--- config.mk ---
export PLATFORM = sky130hd
export DESIGN_NAME = iow_watchdog
export DESIGN_NICKNAME = d
export VERILOG_FILES = /design/src/hdl/iow_tick_gen.v /design/src/hdl/iow_sync2.v /design/src/hdl/iow_watchdog.v
export VERILOG_INCLUDE_DIRS = /design/src /design/src/hdl
export SDC_FILE = /design/constraint.sdc
export NUM_CORES = 1
export LEC_CHECK = 0
export BUFFER_PORTS_ARGS = -buffer_cell sky130_fd_sc_hd__buf_2
export CORE_ASPECT_RATIO = 0.5
export CORE_UTILIZATION = 45
export CTS_CLUSTER_DIAMETER = 200
export DETAILED_ROUTE_END_ITERATION = 8
export PLACE_DENSITY = 0.61
export SKIP_LAST_GASP = 1
export SYNTH_ARGS = -nofsm -noshare
export SYNTH_HDL_FRONTEND = slang
export SYNTH_HIERARCHICAL = 1
export SYNTH_SLANG_ARGS = --single-unit
--- constraint.sdc ---
create_clock -name clk -period 2.6 [get_ports clk]
set_input_delay 0.13 -clock clk [delete_from_list [all_inputs] [get_ports clk]]
set_output_delay 0.13 -clock clk [all_outputs]
set_load 0.01 [all_outputs]
--- src/hdl/iow_regs.vh ---
// Constants for the I/O port watchdog timer.
`ifndef IOW_REGS_VH
`define IOW_REGS_VH
`define IOW_PORT_ADDR 8'h76
`define IOW_DISARM_CODE 8'h00
`define IOW_ARM_BIT 7
`define IOW_ACT_HI 6
`define IOW_ACT_LO 5
`define IOW_SEL_HI 2
`define IOW_SEL_LO 0
`define IOW_ACT_RESET 2'h0
`define IOW_ACT_IRQ10 2'h2
`define IOW_ACT_IRQ7 2'h3
`define IOW_RESERVED_MASK 8'h18
`define IOW_CLK_HZ 25000000
`define IOW_HALF_SEC_HZ 2
`define IOW_STEP_HALVES 12
`define IOW_SHORT_HALVES 6
`define IOW_RST_PULSE_CYC 16
`define IOW_BLINK_HALVES 1
`endif

--- src/hdl/iow_tick_gen.v ---
// Half-second tick generator from the system clock.
`timescale 1ns/10ps
module iow_tick_gen #(
  parameter PRESCALE = 12500000
) (
  input wire clk,
  input wire srst,
  input wire clear,
  output reg tick_q
);
  reg [31:0] cnt_q;
  always @(posedge clk) begin
    if (srst || clear) begin
      cnt_q <= 32'h0;
      tick_q <= 1'b0;
    end else if (cnt_q == PRESCALE - 1) begin
      cnt_q <= 32'h0;
      tick_q <= 1'b1;
    end else begin
      cnt_q <= cnt_q + 32'h1;
      tick_q <= 1'b0;
    end
  end
endmodule

--- src/hdl/iow_sync2.v ---
// Two-flop synchroniser for one level.
`timescale 1ns/10ps
module iow_sync2 (
  input wire clk,
  input wire srst,
  input wire din,
  output reg dout_q
);
  reg meta_q;
  always @(posedge clk) begin
    if (srst) begin
      meta_q <= 1'b0;
      dout_q <= 1'b0;
    end else begin
      meta_q <= din;
      dout_q <= meta_q;
    end
  end
endmodule

--- src/hdl/iow_watchdog.v ---
// Watchdog timer armed and retriggered by byte writes to one I/O port.
`timescale 1ns/10ps
`include "iow_regs.vh"
module iow_watchdog #(
  parameter PRESCALE = `IOW_CLK_HZ / `IOW_HALF_SEC_HZ,
  parameter RST_PULSE_CYC = `IOW_RST_PULSE_CYC
) (
  input wire clk,
  input wire srst,
  input wire io_wr_n,
  input wire [7:0] io_addr,
  input wire [7:0] io_data,
  output reg sys_reset_q,
  output reg irq7_q,
  output reg irq10_q,
  output reg led_q,
  output reg armed_q
);
  // ----------------------------------------
  // Decode helpers
  // ----------------------------------------
  // Only the three listed code sets are accepted; others leave it disarmed.
  function valid_code;
    input [7:0] c;
    begin
      valid_code = c[`IOW_ARM_BIT] &&
        ((c & `IOW_RESERVED_MASK) == 8'h00) &&
        (c[`IOW_ACT_HI:`IOW_ACT_LO] != 2'h1);
    end
  endfunction

  // Limit in half-seconds: 3 s for step 0, else step times 6 s.
  function [6:0] limit_halves;
    input [2:0] s;
    begin
      if (s == 3'h0) begin
        limit_halves = 7'd`IOW_SHORT_HALVES;
      end else begin
        limit_halves = s * 7'd`IOW_STEP_HALVES;
      end
    end
  endfunction

  // ----------------------------------------
  // Host write strobe
  // ----------------------------------------
  // The write strobe comes from the host bus, another timing domain, so it is
  // synchronised and its falling edge marks one write; data is held by then.
  // The strobe is inverted ahead of the synchroniser, so that both flops
  // and the edge detector reset to the idle level and no false write
  // is seen on the first edges after reset.
  wire wr_s;
  iow_sync2 u_wr_sync (
    .clk(clk),
    .srst(srst),
    .din(!io_wr_n),
    .dout_q(wr_s)
  );
  reg wr_prev_q;
  reg [7:0] addr_q1;
  reg [7:0] addr_q2;
  reg [7:0] data_q1;
  reg [7:0] data_q2;
  always @(posedge clk) begin
    if (srst) begin
      wr_prev_q <= 1'b0;
      addr_q1 <= 8'h00;
      addr_q2 <= 8'h00;
      data_q1 <= 8'h00;
      data_q2 <= 8'h00;
    end else begin
      wr_prev_q <= wr_s;
      addr_q1 <= io_addr;
      addr_q2 <= addr_q1;
      data_q1 <= io_data;
      data_q2 <= data_q1;
    end
  end
  wire port_wr = wr_s && !wr_prev_q &&
    (addr_q2 == `IOW_PORT_ADDR);

  // ----------------------------------------
  // Configuration and counting
  // ----------------------------------------
  localparam ST_IDLE = 3'b001;
  localparam ST_COUNT = 3'b010;
  localparam ST_FIRED = 3'b100;

  reg [7:0] factor_q;
  reg [6:0] limit_q;
  reg [6:0] elapsed_q;
  reg [6:0] elapsed_d;
  reg [4:0] pulse_q;
  reg [2:0] state_q;
  reg [2:0] state_d;
  wire tick;
  wire restart = port_wr && valid_code(data_q2);
  wire fired = (state_q == ST_FIRED);

  // Any port write leaves the timer counting afresh or disarmed.
  function [2:0] after_write;
    input ok;
    begin
      if (ok) begin
        after_write = ST_COUNT;
      end else begin
        after_write = ST_IDLE;
      end
    end
  endfunction

  // ----------------------------------------
  // Time base
  // ----------------------------------------
  iow_tick_gen #(
    .PRESCALE(PRESCALE)
  ) u_tick (
    .clk(clk),
    .srst(srst),
    .clear(restart),
    .tick_q(tick)
  );

  wire [1:0] act = factor_q[`IOW_ACT_HI:`IOW_ACT_LO];
  wire at_limit = (elapsed_q + 7'd1 >= limit_q);
  // A write in the expiry cycle wins, so a late retrigger still saves it.
  wire expire = (state_q == ST_COUNT) && !port_wr && tick && at_limit;

  // ----------------------------------------
  // Next state
  // ----------------------------------------
  always @* begin
    state_d = state_q;
    elapsed_d = elapsed_q;
    case (state_q)
      ST_IDLE: begin
        if (port_wr) begin
          state_d = after_write(restart);
          elapsed_d = 7'd0;
        end
      end
      ST_COUNT: begin
        if (port_wr) begin
          state_d = after_write(restart);
          elapsed_d = 7'd0;
        end else if (expire) begin
          state_d = ST_FIRED;
        end else if (tick) begin
          elapsed_d = elapsed_q + 7'd1;
        end
      end
      ST_FIRED: begin
        if (port_wr) begin
          state_d = after_write(restart);
          elapsed_d = 7'd0;
        end
      end
      default: begin
        state_d = ST_IDLE;
        elapsed_d = 7'd0;
      end
    endcase
  end

  // ----------------------------------------
  // State registers
  // ----------------------------------------
  always @(posedge clk) begin
    if (srst) begin
      state_q <= ST_IDLE;
      armed_q <= 1'b0;
      elapsed_q <= 7'd0;
    end else begin
      state_q <= state_d;
      armed_q <= (state_d != ST_IDLE);
      elapsed_q <= elapsed_d;
    end
  end

  // ----------------------------------------
  // Latched configuration
  // ----------------------------------------
  // The limit is worked out once per write, not on every cycle.
  always @(posedge clk) begin
    if (srst) begin
      factor_q <= `IOW_DISARM_CODE;
      limit_q <= 7'd`IOW_SHORT_HALVES;
    end else if (restart) begin
      factor_q <= data_q2;
      limit_q <= limit_halves(data_q2[`IOW_SEL_HI:`IOW_SEL_LO]);
    end
  end

  // ----------------------------------------
  // Expiry actions
  // ----------------------------------------
  always @(posedge clk) begin
    if (srst) begin
      sys_reset_q <= 1'b0;
      pulse_q <= 5'd0;
    end else if (expire && act == `IOW_ACT_RESET) begin
      pulse_q <= RST_PULSE_CYC[4:0];
      sys_reset_q <= 1'b1;
    end else if (pulse_q > 5'd1) begin
      pulse_q <= pulse_q - 5'd1;
    end else begin
      pulse_q <= 5'd0;
      sys_reset_q <= 1'b0;
    end
  end

  // ----------------------------------------
  // Interrupt lines
  // ----------------------------------------
  // Interrupt lines stay high until software rewrites the port, which
  // suits an edge-triggered controller and survives slow service.
  always @(posedge clk) begin
    if (srst) begin
      irq7_q <= 1'b0;
      irq10_q <= 1'b0;
    end else if (port_wr) begin
      irq7_q <= 1'b0;
      irq10_q <= 1'b0;
    end else if (expire) begin
      irq7_q <= (act == `IOW_ACT_IRQ7);
      irq10_q <= (act == `IOW_ACT_IRQ10);
    end
  end

  // ----------------------------------------
  // Indicator LED
  // ----------------------------------------
  always @(posedge clk) begin
    if (srst) begin
      led_q <= 1'b0;
    end else if (!armed_q || fired) begin
      led_q <= 1'b0;
    end else if (tick) begin
      led_q <= ~led_q;
    end
  end
endmodule

==> out/metrics.cfg, run 1 <==
[run_status]
outcome=complete, no violations

[setup_path]
critPathKind=reg2reg
critPathLaunchType=flop
end_kind=flop
cp.required_ns=2.82
cp_max_fo=6
arrival_ns=2.60

[global_routing]
grt_max_degree=28
grt_pass1_wl_microns=13200
grt_usage=0.173
antenna_found_initial=0
gr-total-overflow=0
grt_pass1_vias=2954

[timing]
layout_setup_ws_ns=0.213
rsz0062_at_grt=no
whs_ns=0.00785
layout_min_cycle_time_ns=2.39
worst_slew_pin_slew_ns=0.711
fin_crit_sh=0.918
fin_worst_skew_ns=0.00947
final_hold_viol_count=0
setup_viol=0
setup_tns_ns=0
slew_viol_final=0
max_slew_margin=0.525
max_freq_mhz=419

[synth]
syn_area_per_cell_sq_um=9.57
synth_area_leader_cell=dfxtp_1
synth_edf_count=0
synthTopCellsByArea=dfxtp_1 46%, xor2_1 5.7%, nor2b_1 5.6%
async_flop_share=0
yosys-top-cells-count=96 x dfxtp_1, 49 x nor2_1, 37 x nor2b_1
yosysTopAreaCellShare=0.462
ys_warn_count=6
ys_ff_latch=96
synth_fp_nets=469
ys_seq_area_frac=0.462
syn_inst=435
synth.most_common_cell=dfxtp_1
ys_types=58
ys.flop_type=dfxtp_1
synth.cell_area_sq_mm=0.00416

[clock_tree]
clkTransAtPathRegs_ns=0.07
clock_latency_ns=0.34
cts_tree=yes
cts.path.max_buffers=2
cts.sinks=96
root_buffer=clkbuf_16
numCtsBuffers=9
h-tree-depth=3

[routing]
drtPass1Iterations=4
antenna_left=0
wire_per_inst_microns=13.0
drt_wl_total_microns=7750
vias_per_cell=5.07
drt_iter0_markers=141
drc=0
via_count=3019

[floorplan]
die_height_microns=70
fp.coreArea_sq_mm=0.00883
die-area_sq_mm=0.00966
fp-row-count=24
die_x_microns=138
initial_core_util=0.471
ios=24

[place]
post-place-ws_ns=0.109
dp_hpwl_microns=5160
portBuffers=23
dpl-instance-area_sq_mm=0.00440
place_congestion=0.802

[run]
maxCapViolCount=0

[layout]
drive_gt1_frac=0.165
regArea_sq_mm=0.00192
fillCellCount=818
final_area_sq_mm=0.00480
diodes=0
area_delta_synth_final_pct=15.3
multi_input_area_sq_mm=0.00211
layout.nets=508

[min_path]
hp-class=in2reg

[power_and_ir_drop]
cellPowerDensity_mw_per_mm2=626
p_leak_nw=1.86
ir_drop_mv=0.329

area by class of cell:
class	count	share of cell area
well taps	117	0.0305
flip-flops and latches	96	0.401
multi-input cells	306	0.440
clock inverters	4	0.00626
clock buffers	12	0.0514
repair buffers	40	0.0548
inverters	21	0.0164
report_power, final:
group | internal [mW] | total [mW] | switching [mW] | leakage [nW]
Clock | 0.675 | 1.22 | 0.543 | 0.121
Sequential | 1.53 | 1.57 | 0.0399 | 0.783
Combinational | 0.103 | 0.215 | 0.111 | 0.958
cells by family after synthesis:
| family | Yosys count | synth area share |
|---|---|---|
| xor gates and xnor gates | 36 | 0.0758 |
| and+or+nand+nor | 209 | 0.295 |
| DFF | 96 | 0.462 |
| adders and majority gates | 15 | 0.0469 |
| buffers and inverters | 33 | 0.0355 |
| AOI/OAI and AO/OA | 45 | 0.0827 |
| muxes | 1 | 0.00271 |
path summary, 6_finish.rpt:
check	startpoint	to	slack [ns]	cells after the start
max	elapsed_q[0]	pulse_q[4]	0.21	12
min reg2reg	addr_q1[7]	addr_q2[7]	0.43	1
max reg2reg	elapsed_q[0]	pulse_q[4]	0.21	12
min	io_data[5]	data_q1[5]	0.008	2
placed cells by master (no fill, tap or decap), types with 9 or more instances in the layout:
| cell type | n |
|---|---|
| nor3_1 | 10 |
| nand4_1 | 17 |
| clkbuf_16 | 9 |
| nor2b_1 | 37 |
| buf_4 | 9 |
| xnor2_1 | 9 |
| dfxtp_1 | 95 |
| nand3_1 | 23 |
| inv_1 | 20 |
| buf_2 | 23 |
| nor2_1 | 49 |
| a21oi_1 | 14 |
| xor2_1 | 27 |
| nand2_1 | 26 |
| ha_1 | 13 |
stage by stage:
| step | power (mW) | utilization | std cells |
|---|---|---|---|
| 2_1_floorplan | 1.76 | - | 435 |
| 3_3_place_gp | 1.80 | 0.498 | 569 |
| 3_5_place_dp | 1.80 | 0.498 | 569 |
| 4_1_cts | 3.04 | 0.538 | 592 |
| 5_1_grt | 3.15 | 0.543 | 596 |
| 6_report | 3.00 | 0.543 | 596 |
sequential cells by signal, indices dropped and copies added, names as in the netlist, 5 cells and up:
name          flops
data_q2           8
data_q1           8
addr_q1           8
u_tick/cnt_q     32
addr_q2           8
pulse_q           5
elapsed_q         7
limit_q           6
timing repair:
action,CTS,global route
endpoints found under the setup margin,0,16
buffers inserted,0,3
hold buffers,7,1
resized for setup,0,5
hold endpoints to repair,7,1
worst max-delay path: stages (launching register included):
cell and delay [ns]:
dfxtp_1 0.39, ha_4 0.19, nand2_1 0.06, nor2_1 0.12
xor2_1 0.21, ha_1 0.29, a21oi_1 0.18, nand2_2 0.14
buf_4 0.18, o211ai_1 0.20, buf_4 0.17, buf_4 0.10
a21oi_1 0.05
layer usage:
metal,wire [microns],global-route usage,vias up
met4,135,0.0537,0
met1,3770,0.207,1403
met2,3600,0.298,32
met3,237,0.0542,13
met5,0,0,-
li1,-,-,1571
No activity file was read; power rests on OpenSTA's default activity.
==> run 2: changes to the inputs <==
- PLACE_DENSITY: 0.61 -> 0.63
- clock period: 2.6 -> 1.9 ns (I/O delays scaled with it)
==> run 2 against run 1 <==
The run now ends with negative setup slack left. Clock power increased by 53%. First-iteration DRC count decreased by 1.4%. Flip-flop and latch count unchanged. Cell count increased by 3.4%. Core utilization increased by 3.3 points. Design area increased by 6.0%. Via count increased by 2.9%. Combinational power increased by 46%. Highest routed layer unchanged.
==> out/metrics.cfg, run 2 (synthesized netlist as in run 1, its figures left out) <==
[timing]
layout_min_cycle_time_ns=2.16  ; -0.226 ns
final_hold_viol_count=0  ; unchanged
rsz0062_at_grt=yes
whs_ns=0.0254  ; +0.0175 ns
worst_slew_pin_slew_ns=0.471  ; -0.240 ns
setup_tns_ns=-3.36  ; -3.36 ns
max_slew_margin=0.682  ; +0.157
slew_viol_final=0  ; unchanged
max_freq_mhz=463  ; +10%
fin_worst_skew_ns=0.0101  ; +0.000637 ns
setup_viol=17  ; +17
fin_crit_sh=1.14  ; +0.219
layout_setup_ws_ns=-0.261  ; -0.474 ns

[layout]
area_delta_synth_final_pct=22.2
regArea_sq_mm=0.00193  ; +0.46%
multi_input_area_sq_mm=0.00217  ; +3.0%
largest_register_ffs=32  ; unchanged
layout.nets=528  ; +3.9%
diodes=0  ; unchanged
final_cell_mix=92 x dfxtp_1, 48 x nor2_1, 37 x nor2b_1, 26 x nand2_1, 26 x xor2_1
fillCellCount=780  ; -4.6%
finalNonFillerCells=616  ; +3.4%
drive_gt1_frac=0.200  ; +0.0355
utilization=0.576  ; +0.0326
mostFrequentLayoutCell=dfxtp_1
regMostFlops=u_tick/cnt_q

[global_routing]
grt_pass1_vias=2991  ; +1.3%
grt_max_degree=43  ; +54%
grt_usage=0.176  ; +0.00311
grt_pass1_wl_microns=13400  ; +2.0%
gr-total-overflow=0  ; unchanged
antenna_found_initial=0  ; unchanged

[run_status]
outcome=finished with violations
failed_checks=negative setup slack

[routing]
drc=0  ; unchanged
drt_iter0_markers=139  ; -1.4%
via_count=3106  ; +2.9%
antenna_left=0  ; unchanged
drtPass1Iterations=4  ; unchanged
wire_per_inst_microns=12.9  ; -1.1%
drt_wl_total_microns=7920  ; +2.3%
vias_per_cell=5.04  ; -0.46%

[floorplan]
fp.coreArea_sq_mm=0.00883  ; unchanged
ios=24  ; unchanged
initial_core_util=0.471  ; unchanged
die_x_microns=138  ; unchanged
die-area_sq_mm=0.00966  ; unchanged
die_height_microns=70  ; unchanged
fp-row-count=24  ; unchanged

[run]
maxCapViolCount=0  ; unchanged

[place]
dp_hpwl_microns=5430  ; +5.2%
portBuffers=23  ; unchanged
place_inst=582  ; +2.3%
place_congestion=0.830  ; +3.5%

[clock_tree]
clock_latency_ns=0.35  ; about the same
root_buffer=clkbuf_16
cts_tree=yes
numCtsBuffers=9  ; unchanged
clkTransAtPathRegs_ns=0.07  ; about the same
cts.path.max_buffers=2  ; unchanged
h-tree-depth=3  ; unchanged
cts.sinks=96  ; unchanged

[power_and_ir_drop]
p_leak_nw=2.02  ; +8.5%
cellPowerDensity_mw_per_mm2=852  ; +36%
ir_drop_mv=0.554  ; +68%

[setup_path]
critPathLaunchType=flop
cp.required_ns=2.14  ; -0.68 ns
arrival_ns=2.40  ; -0.20 ns
end_kind=flop
cp_max_fo=6  ; unchanged
critPathKind=reg2reg

[min_path]
hp-class=in2reg

[run 2: cell count changes in the layout (fill, tap and decap cells not counted), moves of 2 or more]
cell / delta
buf_4: +10
dfxtp_4: +2
clkinv_2: +2
bufinv_16: +2
dfxtp_1: -3
clkinvlp_4: -4
dlygate4sd3_1: +8
a21oi_4: +2
[run 2: path summary, 6_finish.rpt]
path | from | end | slack, ns | depth (start not counted)
worst max register to register | elapsed_q[0] | elapsed_q[2] | -0.26 | 10
worst min register to register | addr_q1[4] | addr_q2[4] | 0.43 | 1
worst min-delay path | srst | pulse_q[4] | 0.03 | 2
worst max-delay path | elapsed_q[0] | elapsed_q[2] | -0.26 | 10
[run 2: power by group]
part           total, mW  internal, mW  switching (mW)
clock network       1.87          1.15           0.724
registers           2.14          2.09          0.0544
logic              0.313         0.157           0.156
[run 2: layout make-up]
class,count,area share
sequential,96,0.380
timing repair buffer,60,0.0883
multi-input combinational,306,0.427
tap,117,0.0288
clock buffer,12,0.0465
clock inverter,4,0.0138
inverter,21,0.0155
[run 2: repair_timing]
action                     4_1_cts  5_1_grt
gates resized for setup          2       10
hold endpoints to repair        16        0
hold buffers                    16        0
setup endpoints to repair       17       17
setup buffers                    2        1
pin swaps                        6       14
[run 2: per-stage QoR]
step / power (mW) / instance area [sq um] / worst slack, ns
after CTS: 4.38 / 5030 / -0.291
after floorplan: 2.40 / 4200 / -0.163
after global routing: 4.53 / 5080 / -0.382
final: 4.33 / 5080 / -0.261
after detailed placement: 2.48 / 4540 / -0.276
after global placement: 2.47 / 4540 / -0.231
[run 2: metal layers]
metal  vias up  global-route usage  wire length, microns
li1       1608                   -                     -
met1      1456               0.204                  3800
met2        28               0.298                  3710
met3        14              0.0562                   234
met4         0              0.0818                   175
met5         -                   0                     0
[run 2: worst max-delay path, cell delays in order, from the launching register on]
cell	delay, ns
dfxtp_4	0.36
ha_4	0.17
xor2_1	0.14
ha_1	0.30
and2b_1	0.17
o21ai_2	0.18
a21oi_4	0.13
buf_4	0.15
nand3_1	0.08
o2111ai_1	0.11
a41o_1	0.26
